<file path="config.mk">
export PLATFORM = sky130hd
export DESIGN_NAME = pcmx_quad_law
export DESIGN_NICKNAME = d
export VERILOG_FILES = /design/src/rtl/pcmx_pkg.sv /design/src/rtl/pcmx_law_xlate.sv /design/src/rtl/pcmx_quad_law.sv
export SDC_FILE = /design/constraint.sdc
export NUM_CORES = 1
export LEC_CHECK = 0
export BUFFER_PORTS_ARGS = -buffer_cell sky130_fd_sc_hd__buf_4
export CAP_MARGIN = 25
export CELL_PAD_IN_SITES_DETAIL_PLACEMENT = 1
export CELL_PAD_IN_SITES_GLOBAL_PLACEMENT = 1
export CORE_MARGIN = 3
export CORE_UTILIZATION = 43
export CTS_CLUSTER_DIAMETER = 100
export DETAILED_ROUTE_END_ITERATION = 6
export GPL_TIMING_DRIVEN = 0
export PLACE_DENSITY_LB_ADDON = 0.1
export SKIP_CTS_REPAIR_TIMING = 1
export SLEW_MARGIN = 25
export SYNTH_ARGS = -nofsm -noshare
export SYNTH_HDL_FRONTEND = slang
export SYNTH_SLANG_ARGS = --single-unit
</file>
<file path="constraint.sdc">
create_clock -name mclk -period 6.4 [get_ports mclk]
set_clock_uncertainty 0.05 [all_clocks]
set_input_delay 0.32 -clock mclk [delete_from_list [all_inputs] [get_ports mclk]]
set_output_delay 0.32 -clock mclk [all_outputs]
set_load 0.01 [all_outputs]
</file>
<file path="src/rtl/pcmx_pkg.sv">
package pcmx_pkg;

   // Register map on the 14-bit address, 16-bit data microprocessor port.
   localparam int          ADDR_W        = 14;
   localparam int          DATA_W        = 16;
   localparam int          STREAMS       = 32;
   localparam int          STREAM_W      = 5;
   localparam int          CHAN_W        = 8;
   localparam int          QFC_USED_W    = 12;
   localparam logic [13:0] QFC_BASE      = 14'h0100;
   localparam int          QFC_IDX_W     = 5;
   localparam logic [13:0] STAT_ADDR     = 14'h0120;
   localparam logic [11:0] QFC_RESET     = 12'h000;

   // Quadrant force code fields: quadrant y occupies bits 3y+2 .. 3y.
   localparam int          QCODE_W       = 3;
   localparam int          FORCE_EN_BIT  = 2;
   localparam int          FORCE_MSB_BIT = 1;
   localparam int          FORCE_VAL_BIT = 0;

   // Upper connection memory entry fields.
   localparam int          CMH_W         = 5;
   localparam int          VD_BIT        = 4;
   localparam int          ILAW_LSB      = 2;
   localparam int          OLAW_LSB      = 0;

   // Input stream rate codes.
   localparam logic [1:0]  RATE_2M       = 2'h0;
   localparam logic [1:0]  RATE_4M       = 2'h1;
   localparam logic [1:0]  RATE_8M       = 2'h2;
   localparam logic [1:0]  RATE_16M      = 2'h3;

   // Law codes and the inversion each one applies to the raw code.
   localparam logic [1:0]  LAW_A         = 2'h0;
   localparam logic [1:0]  LAW_MU        = 2'h1;
   localparam logic [1:0]  LAW_A_PLAIN   = 2'h2;
   localparam logic [1:0]  LAW_MU_PLAIN  = 2'h3;
   localparam logic [7:0]  INV_NONE      = 8'h00;
   localparam logic [7:0]  INV_EVEN      = 8'h55;
   localparam logic [7:0]  INV_ODD       = 8'haa;
   localparam logic [7:0]  INV_ALL       = 8'hff;
   localparam logic [7:0]  INV_SIGN      = 8'h80;

   function automatic logic [7:0] voice_mask(input logic [1:0] law);
      unique case (law)
         LAW_A:       voice_mask = INV_EVEN;
         LAW_MU:      voice_mask = INV_ALL;
         LAW_A_PLAIN: voice_mask = INV_NONE;
         default:     voice_mask = INV_SIGN;
      endcase
   endfunction

   function automatic logic [7:0] data_mask(input logic [1:0] code);
      unique case (code)
         2'h0:    data_mask = INV_NONE;
         2'h1:    data_mask = INV_EVEN;
         2'h2:    data_mask = INV_ODD;
         default: data_mask = INV_ALL;
      endcase
   endfunction

endpackage

</file>
<file path="src/rtl/pcmx_law_xlate.sv">
`timescale 1ns/1ps
module pcmx_law_xlate (
   input  wire logic       voice_data,
   input  wire logic [1:0] input_law_select,
   input  wire logic [1:0] output_law_select,
   input  wire logic [7:0] octet_in,
   output logic      [7:0] octet_out
);

   localparam logic [15:0] MU_CLIP = 16'h7f7b;
   localparam logic [15:0] MU_BIAS = 16'h0084;
   localparam logic [15:0] A_KNEE  = 16'h0100;

   // Decode a raw (uninverted) code to a 16-bit magnitude.
   function automatic logic [15:0] decode_mag(input logic is_mu, input logic [6:0] raw);
      logic [15:0] t;
      t = 16'h0000;
      if (is_mu) begin
         t = ({9'h000, raw[3:0], 3'h0} + MU_BIAS) << raw[6:4];
         t = t - MU_BIAS;
      end else begin
         t = {8'h00, raw[3:0], 4'h8};
         if (raw[6:4] != 3'h0) begin
            t = t + A_KNEE;
         end
         if (raw[6:4] > 3'h1) begin
            t = t << (raw[6:4] - 3'h1);
         end
      end
      decode_mag = t;
   endfunction

   // Encode a 16-bit magnitude back into segment and step bits.
   function automatic logic [6:0] encode_mag(input logic is_mu, input logic [15:0] mag);
      logic [15:0] m;
      logic [2:0]  seg;
      logic [15:0] sh;
      m   = mag;
      seg = 3'h0;
      if (is_mu) begin
         if (m > MU_CLIP) begin
            m = MU_CLIP;
         end
         m = m + MU_BIAS;
      end
      for (int b = 8; b <= 14; b++) begin
         if (m[b]) begin
            seg = 3'(b - 7);
         end
      end
      if (!is_mu && m < A_KNEE) begin
         sh = m >> 4;
      end else begin
         // Widened sum: the top segments need shifts of 8 to 10.
         sh = m >> ({1'b0, seg} + 4'h3);
      end
      encode_mag = {seg, sh[3:0]};
   endfunction

   logic [7:0]  raw_in;
   logic        neg;
   logic [15:0] mag;
   logic [6:0]  raw_out;
   logic        in_mu;
   logic        out_mu;

   always_comb begin
      in_mu   = input_law_select[0];
      out_mu  = output_law_select[0];
      raw_in  = octet_in ^ pcmx_pkg::voice_mask(input_law_select);
      neg     = in_mu ? raw_in[7] : ~raw_in[7];
      mag     = decode_mag(in_mu, raw_in[6:0]);
      raw_out = encode_mag(out_mu, mag);
      if (input_law_select == output_law_select) begin
         octet_out = octet_in;
      end else if (voice_data) begin
         octet_out = octet_in ^ pcmx_pkg::data_mask(input_law_select)
                   ^ pcmx_pkg::data_mask(output_law_select);
      end else if (in_mu == out_mu) begin
         octet_out = octet_in ^ pcmx_pkg::voice_mask(input_law_select)
                   ^ pcmx_pkg::voice_mask(output_law_select);
      end else begin
         octet_out = {(out_mu ? neg : ~neg), raw_out}
                   ^ pcmx_pkg::voice_mask(output_law_select);
      end
   end

endmodule // pcmx_law_xlate

</file>
<file path="src/rtl/pcmx_quad_law.sv">
`timescale 1ns/1ps
module pcmx_quad_law (
   input  wire logic        mclk,
   input  wire logic        rst,
   input  wire logic        cpu_cs,
   input  wire logic        cpu_wr,
   input  wire logic [13:0] cpu_addr,
   input  wire logic [15:0] cpu_wdata,
   output logic      [15:0] cpu_rdata,
   output logic             cpu_ack,
   input  wire logic        in_valid,
   input  wire logic [4:0]  in_stream,
   input  wire logic [7:0]  in_chan,
   input  wire logic [1:0]  in_rate,
   input  wire logic [7:0]  in_octet,
   output logic             store_valid,
   output logic [4:0]       store_stream,
   output logic [7:0]       store_chan,
   output logic [7:0]       store_octet,
   input  wire logic        out_valid,
   input  wire logic        out_msg_mode,
   input  wire logic [7:0]  out_data_octet,
   input  wire logic [7:0]  out_msg_octet,
   input  wire logic [4:0]  conn_mem_upper_entry,
   output logic             tx_valid,
   output logic [7:0]       tx_octet
);

   // Quadrant number of a channel: the top two bits of the channel index
   // for the stream's frame length.
   function automatic logic [1:0] quad_of(input logic [1:0] rate, input logic [7:0] chan);
      unique case (rate)
         pcmx_pkg::RATE_2M:  quad_of = chan[4:3];
         pcmx_pkg::RATE_4M:  quad_of = chan[5:4];
         pcmx_pkg::RATE_8M:  quad_of = chan[6:5];
         default:            quad_of = chan[7:6];
      endcase
   endfunction

   function automatic logic [2:0] code_of(input logic [11:0] ctrl, input logic [1:0] q);
      unique case (q)
         2'h0:    code_of = ctrl[2:0];
         2'h1:    code_of = ctrl[5:3];
         2'h2:    code_of = ctrl[8:6];
         default: code_of = ctrl[11:9];
      endcase
   endfunction

   function automatic logic [7:0] apply_force(input logic [7:0] octet, input logic [2:0] code);
      logic [7:0] o;
      o = octet;
      if (code[pcmx_pkg::FORCE_EN_BIT]) begin
         if (code[pcmx_pkg::FORCE_MSB_BIT]) begin
            o[7] = code[pcmx_pkg::FORCE_VAL_BIT];
         end else begin
            o[0] = code[pcmx_pkg::FORCE_VAL_BIT];
         end
      end
      apply_force = o;
   endfunction

   // Register port.
   logic [11:0] input_stream_quadrant_force_ctrl_q [pcmx_pkg::STREAMS];
   logic [11:0] input_stream_quadrant_force_ctrl_d [pcmx_pkg::STREAMS];
   logic [15:0] rdata_q;
   logic [15:0] rdata_d;
   logic        ack_q;
   logic        ack_d;
   logic        qfc_hit;
   logic [4:0]  qfc_idx;
   logic [7:0]  last_forced_q;
   logic [7:0]  last_forced_d;

   always_comb begin
      qfc_hit = (cpu_addr[13:5] == pcmx_pkg::QFC_BASE[13:5]);
      qfc_idx = cpu_addr[4:0];
      ack_d   = cpu_cs;
      rdata_d = 16'h0000;
      for (int s = 0; s < pcmx_pkg::STREAMS; s++) begin
         input_stream_quadrant_force_ctrl_d[s] = input_stream_quadrant_force_ctrl_q[s];
      end
      if (cpu_cs && cpu_wr && qfc_hit) begin
         input_stream_quadrant_force_ctrl_d[qfc_idx] = cpu_wdata[11:0];
      end
      if (cpu_cs && !cpu_wr) begin
         if (qfc_hit) begin
            rdata_d = {4'h0, input_stream_quadrant_force_ctrl_q[qfc_idx]};
         end else if (cpu_addr == pcmx_pkg::STAT_ADDR) begin
            rdata_d = {8'h00, last_forced_q};
         end
      end
   end

   always_ff @(posedge mclk) begin
      if (rst) begin
         for (int s = 0; s < pcmx_pkg::STREAMS; s++) begin
            input_stream_quadrant_force_ctrl_q[s] <= pcmx_pkg::QFC_RESET;
         end
         rdata_q <= 16'h0000;
         ack_q   <= 1'b0;
      end else begin
         input_stream_quadrant_force_ctrl_q <= input_stream_quadrant_force_ctrl_d;
         rdata_q <= rdata_d;
         ack_q   <= ack_d;
      end
   end

   assign cpu_rdata = rdata_q;
   assign cpu_ack   = ack_q;

   // Receive path: bit forcing ahead of the switch store.
   logic [1:0] in_quad;
   logic [2:0] quadrant_force_code;
   logic [7:0] forced_octet;
   logic       st_valid_q;
   logic       st_valid_d;
   logic [4:0] st_stream_q;
   logic [4:0] st_stream_d;
   logic [7:0] st_chan_q;
   logic [7:0] st_chan_d;
   logic [7:0] st_octet_q;
   logic [7:0] st_octet_d;

   always_comb begin
      in_quad             = quad_of(in_rate, in_chan);
      quadrant_force_code = code_of(input_stream_quadrant_force_ctrl_q[in_stream], in_quad);
      forced_octet        = apply_force(in_octet, quadrant_force_code);
      st_valid_d          = in_valid;
      st_stream_d         = in_valid ? in_stream : st_stream_q;
      st_chan_d           = in_valid ? in_chan : st_chan_q;
      st_octet_d          = in_valid ? forced_octet : st_octet_q;
      last_forced_d       = (in_valid && quadrant_force_code[pcmx_pkg::FORCE_EN_BIT])
                          ? forced_octet : last_forced_q;
   end

   always_ff @(posedge mclk) begin
      if (rst) begin
         st_valid_q    <= 1'b0;
         st_stream_q   <= 5'h00;
         st_chan_q     <= 8'h00;
         st_octet_q    <= 8'h00;
         last_forced_q <= 8'h00;
      end else begin
         st_valid_q    <= st_valid_d;
         st_stream_q   <= st_stream_d;
         st_chan_q     <= st_chan_d;
         st_octet_q    <= st_octet_d;
         last_forced_q <= last_forced_d;
      end
   end

   assign store_valid  = st_valid_q;
   assign store_stream = st_stream_q;
   assign store_chan   = st_chan_q;
   assign store_octet  = st_octet_q;

   // Transmit path: law translation on the octet read for the output channel.
   logic [7:0] sel_octet;
   logic [7:0] xl_octet;
   logic       tx_valid_q;
   logic       tx_valid_d;
   logic [7:0] tx_octet_q;
   logic [7:0] tx_octet_d;

   always_comb begin
      sel_octet  = out_msg_mode ? out_msg_octet : out_data_octet;
      tx_valid_d = out_valid;
      tx_octet_d = out_valid ? xl_octet : tx_octet_q;
   end

   pcmx_law_xlate u_xlate (
      .voice_data        (conn_mem_upper_entry[pcmx_pkg::VD_BIT]),
      .input_law_select  (conn_mem_upper_entry[pcmx_pkg::ILAW_LSB +: 2]),
      .output_law_select (conn_mem_upper_entry[pcmx_pkg::OLAW_LSB +: 2]),
      .octet_in          (sel_octet),
      .octet_out         (xl_octet)
   );

   always_ff @(posedge mclk) begin
      if (rst) begin
         tx_valid_q <= 1'b0;
         tx_octet_q <= 8'h00;
      end else begin
         tx_valid_q <= tx_valid_d;
         tx_octet_q <= tx_octet_d;
      end
   end

   assign tx_valid = tx_valid_q;
   assign tx_octet = tx_octet_q;

   // Helper copies, one cycle back, of the selected and incoming octets, the force code and the entry, read only by the checks.
   logic [7:0] chk_sel_q;
   logic [7:0] chk_in_q;
   logic [2:0] chk_code_q;
   logic [4:0] chk_cmh_q;

   always_ff @(posedge mclk) begin
      chk_sel_q  <= sel_octet;
      chk_in_q   <= in_octet;
      chk_code_q <= quadrant_force_code;
      chk_cmh_q  <= conn_mem_upper_entry;
   end

   AST_STORE_FOLLOWS: assert property (@(posedge mclk) disable iff (rst)
      in_valid |=> store_valid && store_octet[6:1] == chk_in_q[6:1])
      else $error("Stored octet does not follow the incoming octet.");

   AST_FORCE_LSB: assert property (@(posedge mclk) disable iff (rst)
      (in_valid && quadrant_force_code[2:1] == 2'b10)
      |=> store_octet[0] == chk_code_q[0] && store_octet[7] == chk_in_q[7])
      else $error("LSB force code did not set the LSB.");

   AST_FORCE_MSB: assert property (@(posedge mclk) disable iff (rst)
      (in_valid && quadrant_force_code[2:1] == 2'b11)
      |=> store_octet[7] == chk_code_q[0] && store_octet[0] == chk_in_q[0])
      else $error("MSB force code did not set the MSB.");

   AST_NO_FORCE: assert property (@(posedge mclk) disable iff (rst)
      (in_valid && !quadrant_force_code[2]) |=> store_octet == chk_in_q)
      else $error("Octet altered while the force code was off.");

   AST_SAME_LAW: assert property (@(posedge mclk) disable iff (rst)
      (out_valid && conn_mem_upper_entry[3:2] == conn_mem_upper_entry[1:0])
      |=> tx_valid && tx_octet == chk_sel_q)
      else $error("Octet changed although both laws match.");

   AST_DATA_CODE: assert property (@(posedge mclk) disable iff (rst)
      (out_valid && conn_mem_upper_entry[4])
      |=> tx_octet == (chk_sel_q ^ pcmx_pkg::data_mask(chk_cmh_q[3:2])
                                 ^ pcmx_pkg::data_mask(chk_cmh_q[1:0])))
      else $error("Data code inversion is wrong.");

   AST_A_VARIANT: assert property (@(posedge mclk) disable iff (rst)
      (out_valid && conn_mem_upper_entry == 5'h02) |=> tx_octet == (chk_sel_q ^ 8'h55))
      else $error("A-law to plain A-law did not flip the even bits.");

   AST_MU_VARIANT: assert property (@(posedge mclk) disable iff (rst)
      (out_valid && conn_mem_upper_entry == 5'h07) |=> tx_octet == (chk_sel_q ^ 8'h7f))
      else $error("Mu-law to plain mu-law did not flip the magnitude bits.");

   AST_XLAW_SIGN: assert property (@(posedge mclk) disable iff (rst)
      (out_valid && !conn_mem_upper_entry[4]
       && conn_mem_upper_entry[2] != conn_mem_upper_entry[0])
      |=> tx_valid && tx_octet[7] == chk_sel_q[7])
      else $error("Law conversion changed the sign of the sample.");

   AST_MSG_PATH: assert property (@(posedge mclk) disable iff (rst)
      (out_valid && out_msg_mode && conn_mem_upper_entry == 5'h00)
      |=> tx_octet == $past(out_msg_octet))
      else $error("Message byte not carried to the output.");

   AST_REG_ACK: assert property (@(posedge mclk) disable iff (rst)
      (cpu_cs && cpu_wr && qfc_hit) ##1 (cpu_cs && !cpu_wr && $past(cpu_addr) == cpu_addr)
      |=> cpu_ack && cpu_rdata[11:0] == $past(cpu_wdata[11:0], 2))
      else $error("Force register did not read back what was written.");

endmodule // pcmx_quad_law

</file>
==> results of run 1 <==
==> flip-flops by register name, indices dropped and copies added, names as in the netlist, 5 cells and up <==
name	cells
store_chan	8
store_octet	8
last_forced_q	8
input_stream_quadrant_force_ctrl_q	384
cpu_rdata	12
store_stream	5
tx_octet	8
==> metrics by stage <==
step | util | cells | instance area [µm²] | TNS (ns)
floorplan | - | 2763 | 24100 | 0
global placement | 0.468 | 3618 | 25900 | -5.63
detailed placement | 0.471 | 3624 | 26100 | -6.32
CTS | 0.502 | 3713 | 27800 | -2.06
global route | 0.509 | 3741 | 28200 | -0.0167
finish | 0.510 | 3745 | 28200 | 0
==> final cells by class <==
cell class / count / area [µm²] / share of cell area
multi-input cells: 2053 / 14500 / 0.514
flip-flops and latches: 436 / 8730 / 0.310
clock buffers: 64 / 1360 / 0.0483
repair buffers: 143 / 1210 / 0.0429
plain buffers: 255 / 1040 / 0.0368
well taps: 748 / 936 / 0.0332
clock inverters: 25 / 340 / 0.0121
inverters: 17 / 67.6 / 0.00240
diodes: 4 / 10.0 / 0.000355
==> cells by family after synthesis <==
kind of cell | synth area share
other cells | 0.000155
buf+inv | 0.0439
fa+ha+maj | 0.00259
flops | 0.362
mux | 0.244
simple gates | 0.189
xor+xnor | 0.00721
compound gates | 0.152
==> worst paths after layout <==
path	start	cells after the start	endpoint
worst max-delay path	conn_mem_upper_entry[3]	24	tx_octet[2]$_SDFFE_PP0P_
worst min-delay path	cpu_wdata[10]	3	input_stream_quadrant_force_ctrl_q[202]$_SDFFE_PP0P_
worst max register to register	input_stream_quadrant_force_ctrl_q[22]$_SDFFE_PP0P_	8	store_octet[0]$_SDFFE_PP0P_
worst min register to register	input_stream_quadrant_force_ctrl_q[114]$_SDFFE_PP0P_	2	input_stream_quadrant_force_ctrl_q[114]$_SDFFE_PP0P_
==> per-layer routing <==
metal | routed length [µm] | part of all wire | up-vias
li1 | - | - | 10200
met1 | 46100 | 0.38 | 12300
met2 | 52000 | 0.43 | 1504
met3 | 14500 | 0.12 | 421
met4 | 7980 | 0.066 | 2
met5 | 15 | 0.00012 | -
==> critical path: cells and delay by family <==
| kind | cells | cell delay (ns) |
|---|---|---|
| buf+inv | 7 | 1.27 |
| mux | 1 | 0.31 |
| xor+xnor | 1 | 0.27 |
| compound gates | 7 | 1.95 |
| fa+ha+maj | 2 | 0.56 |
| simple gates | 6 | 1.86 |
==> power by group <==
| group | total (µW) | internal [µW] | switching [µW] |
|---|---|---|---|
| Sequential | 2740 | 2730 | 9.78 |
| Combinational | 1380 | 468 | 915 |
| Clock | 3040 | 1750 | 1280 |
| Total | 7160 | 4950 | 2210 |
==> cell usage in the layout (no fill, tap or decap), types with 49 or more instances in the layout <==
master	count
dfxtp_1	436
clkbuf_1	204
mux4_2	228
buf_4	120
mux2i_1	54
a22oi_1	51
clkbuf_16	49
a21oi_1	407
nor2_1	138
nand2_1	828
==> key figures, run 1 <==
GRT
  – First-pass GRT wire length: 169,000 µm
  – Met1 Usage GRT: 0.509
  – Initial antenna violation count: 9
  – Number of global-route vias before repair: 23,900
  – All-Layer GR Usage: 0.395
  – Pin count of the biggest net entering global routing: 15
  – Grt peak-use layer: met2
  – GRT overflow: 0
  – Met3 GRT Util: 0.125
  – Met2 usage: 0.594

Synthesis
  – Mean Syn Cell Area: 8.74 µm²
  – Post-synth top flop: dfxtp_1
  – Count leader, synth: nand2_1
  – Synth top area cells: dfxtp_1 36%, mux4_2 21%, nand2_1 13%
  – Post-synth top area cell: dfxtp_1
  – Commonest cells in the netlist: 828 x nand2_1, 436 x dfxtp_1, 407 x a21oi_1, 228 x mux4_2, 221 x clkbuf_1
  – Seq cells post-synth: 436
  – Area of the mapped netlist: 24,100 µm²
  – Post-synth EDFFs: 0
  – Post-synth top area share: 0.362
  – Async set-reset flop share out of synthesis: 0
  – Mapped Cells: 2,760
  – Synthesis Warnings: 0
  – Post-synth cell types: 88
  – Register area share after synthesis: 0.362

Placed design
  – Final HPWL DP: 89,800 µm
  – Port-buffer cells: 107
  – Place WS: -1.31 ns
  – RePlAce Congestion: 1.06

Finish
  – Fill cells: 6,554
  – Layout cells sized above 1: 0.180
  – # nets final: 3,041
  – Layout overhead on the synthesized area: 16.8%

STA
  – Slew of the pin with the lowest slew margin: 1.16 ns
  – Hold Worst Slack: -0.00474 ns
  – # setup viols final: 0
  – Crit path time final: 6.11 ns
  – Fin. Hold Viols: 1
  – Max transition margin: 0.226
  – Pins Over Slew Limit: 0
  – Worst setup margin: 0.291 ns
  – Final cycle utilization of the critical path: 0.955
  – Max Clk Rate: 0.164 GHz

CTS
  – CTS clk-pin slew, worst paths: 0.07 ns
  – CTS tree: built
  – CTS buffer count: 49
  – Worst skew pair latency: 0.65 ns
  – # H-tree levels: 2
  – CTS sink count: 436
  – Max Buffers Root-to-Sink: 3
  – Clock root buffer: clkbuf_16

Worst setup path
  – Reg2reg setup slack: 3.16 ns
  – Critical path arrival: 6.55 ns
  – Crit-path slowest cell: or4bb_1
  – Crit path cell chain: clkbuf_4 > clkinvlp_4 > xnor2_2 > inv_1 > clkbuf_2 > ha_2 > a221o_1 > o32a_1 > buf_6 > o21a_1 > clkbuf_2 > nand2b_1 > ha_2 > inv_1 > or4bb_1 > nand2_1 > or4bb_1 > o211ai_4 > a221oi_4 > o21a_4 > mux2_4 > o32ai_4 > nor3_1 > or3_1
  – Worst setup EP type: register
  – CP required: 6.84 ns
  – CP max stage delay: 0.58 ns
  – CP Class: in2reg
  – Critical path fanouts, max: 11
  – Startpoint types: primary input

Min path
  – Hold crit path type: in2reg

Routing
  – Final wirelength: 121,000 µm
  – Initial drt markers: 2,963
  – Total vias in the final route: 24,400
  – DRT antenna net count: 0
  – Drt via density: 6.53
  – # DRC: 0
  – Drt first pass iters: 5
  – Per-cell routed wire length: 32.2 µm

Floorplanning
  – Row Count: 86
  – Total die area: 59,000 µm²
  – Number of primary I/O pins: 129
  – Die H: 243 µm
  – Core area: 55,300 µm²
  – Initial core utilization: 0.436
  – Die Span X: 243 µm

Run
  – Max_cap viols: 0

Run status
  – Status: finished, violations left
  – Violated checks: negative hold slack

Pwr
  – Leakage: 0.00944 µW
  – Power Total: 7160 µW
  – VDD IR max: 0.000209 V
  – PD cells: 254 nW/µm²
No activity file was read; power rests on OpenSTA's default activity.
==> run 2, diff against run 1 <==
--- a/config.mk
+++ b/config.mk
@@ -9,6 +9,7 @@
 export CAP_MARGIN = 25
 export CELL_PAD_IN_SITES_DETAIL_PLACEMENT = 1
 export CELL_PAD_IN_SITES_GLOBAL_PLACEMENT = 1
+export CORE_ASPECT_RATIO = 1.25
 export CORE_MARGIN = 3
 export CORE_UTILIZATION = 43
 export CTS_CLUSTER_DIAMETER = 100
==> run 2 against run 1 <==
- the run still ends with negative hold slack left
- largest cell class unchanged
- via count is 1.2% lower
- routed wire length grew 0.31%
- sequential power about the same
- critical endpoint unchanged
- clock power is 1% lower
- non-clock buffer count down 1
==> key figures, run 2 (synthesized netlist as in run 1, its figures left out) <==
Run status
  – Status: finished, violations left
  – Violated checks: negative hold slack

CTS
  – Clock root buffer: clkbuf_16
  – Max Buffers Root-to-Sink: 3
  – CTS sink count: 436
  – # H-tree levels: 2
  – CTS tree: built
  – Worst skew pair latency: 0.62 ns
  – CTS clk-pin slew, worst paths: 0.06 ns
  – CTS buffer count: 48

Floorplanning
  – Total die area: 59,000 µm²
  – Number of primary I/O pins: 129
  – Initial core utilization: 0.437
  – Row Count: 96
  – Die Span X: 218 µm
  – Core area: 55,300 µm²
  – Die H: 271 µm

Finish
  – Final non-filler cell total: 3,730
  – Max FFs per register: 384
  – Commonest non-fill, non-tap cell in the layout: nand2_1
  – Layout cells sized above 1: 0.182
  – # nets final: 3,039
  – Design Area, Final: 28,100 µm²
  – Layout overhead on the synthesized area: 16.7%
  – Most frequent cells in the layout: 828 x nand2_1, 436 x dfxtp_1, 407 x a21oi_1, 228 x mux4_2, 202 x clkbuf_1
  – Largest register by flop count: input_stream_quadrant_force_ctrl_q

Run
  – Max_cap viols: 0

Placed design
  – Dpl cell area: 26,100 µm²
  – RePlAce Congestion: 1.07
  – Port-buffer cells: 107
  – Final HPWL DP: 91,800 µm
  – Placed cell count: 3,614

Pwr
  – PD cells: 253 nW/µm²
  – VDD IR max: 0.000201 V
  – Power Total: 7130 µW
  – Leakage: 0.00944 µW

Worst setup path
  – Startpoint types: primary input
  – Critical path fanouts, max: 10
  – Worst setup EP type: register
  – CP required: 6.82 ns
  – Critical path arrival: 6.57 ns
  – CP Class: in2reg

STA
  – Final setup TNS: 0 ns
  – Crit path time final: 6.15 ns
  – Slew of the pin with the lowest slew margin: 1.26 ns
  – Pins Over Slew Limit: 0
  – Max Clk Rate: 0.163 GHz
  – # setup viols final: 0
  – Fin. Hold Viols: 4
  – Hold Worst Slack: -0.0169 ns
  – Final cycle utilization of the critical path: 0.961
  – Max transition margin: 0.159

GRT
  – First-pass GRT wire length: 171,000 µm
  – Number of global-route vias before repair: 24,700
  – All-Layer GR Usage: 0.402
  – Initial antenna violation count: 5
  – GRT overflow: 0
  – Pin count of the biggest net entering global routing: 14

Routing
  – DRT antenna net count: 0
  – Total vias in the final route: 24,200
  – Per-cell routed wire length: 32.4 µm
  – Initial drt markers: 2,328
  – Drt via density: 6.48
  – Drt first pass iters: 6
  – # DRC: 0
  – Final wirelength: 121,000 µm

Min path
  – Hold crit path type: in2reg
==> run 2: cell count changes in the layout (fill, tap and decap cells not counted), sizes merged <==
cell         before  now
dlygate4sd3      21   16
clkinv           14   13
bufinv            6    5
clkinvlp          4    5
diode             4    3
buf             157  162
==> run 2: final cells by class <==
cell class | count | area (µm²)
clock inverters | 24 | 297
flip-flops and latches | 436 | 8730
repair buffers | 142 | 1210
well taps | 735 | 920
fillers | 6509 | 27100
multi-input cells | 2053 | 14500
diodes | 3 | 7.51
plain buffers | 255 | 1040
inverters | 17 | 67.6
clock buffers | 65 | 1390
==> run 2: stage by stage <==
step | utilization | worst slack, ns | hold WS (ns)
2_1_floorplan | - | 0.380 | 0.393
3_3_place_gp | 0.468 | -1.29 | 0.398
3_5_place_dp | 0.472 | -1.32 | 0.409
4_1_cts | 0.503 | -0.725 | -0.0967
5_1_grt | 0.509 | -0.0260 | 0.00438
6_report | 0.509 | 0.247 | -0.0169
==> run 2: path summary, 6_finish.rpt <==
kind / to / startpoint / cells past startpoint / slack, ns
max reg2reg: last_forced_q[6]$_SDFFE_PP0P_ / input_stream_quadrant_force_ctrl_q[137]$_SDFFE_PP0P_ / 7 / 3.12
max: tx_octet[2]$_SDFFE_PP0P_ / out_msg_mode / 24 / 0.25
min reg2reg: input_stream_quadrant_force_ctrl_q[266]$_SDFFE_PP0P_ / input_stream_quadrant_force_ctrl_q[266]$_SDFFE_PP0P_ / 2 / 0.42
min: store_chan[7]$_SDFFE_PP0P_ / in_chan[7] / 3 / -0.02
==> run 2: report_power, final <==
part	switching [µW]	total [µW]	internal [µW]
clock	1270	3000	1730
combinational	917	1390	471
sequential	10.9	2740	2730
total	2200	7130	4930
==> run 2: routing by layer <==
layer | GRT usage | up-vias | part of all wire
met4 | 0.310 | 2 | 0.094
met3 | 0.0862 | 460 | 0.087
met1 | 0.458 | 12200 | 0.35
li1 | - | 10200 | -
met2 | 0.656 | 1252 | 0.47
met5 | 0 | - | 0.000074
==> run 2: worst max-delay path, stage by stage <==
cell	delay [ns]
buf_4	0.13
buf_4	0.24
mux2i_2	0.47
xnor2_1	0.17
clkbuf_1	0.30
o211ai_1	0.37
nand2_1	0.10
o32a_1	0.40
buf_6	0.16
o21a_1	0.26
clkbuf_2	0.23
nand2b_1	0.11
ha_2	0.23
inv_1	0.08
or4bb_1	0.56
nand2_1	0.14
or4bb_1	0.56
o211ai_4	0.35
a221oi_4	0.12
o21a_4	0.20
mux2_4	0.32
o32ai_4	0.30
nor3_1	0.08
or3_1	0.34
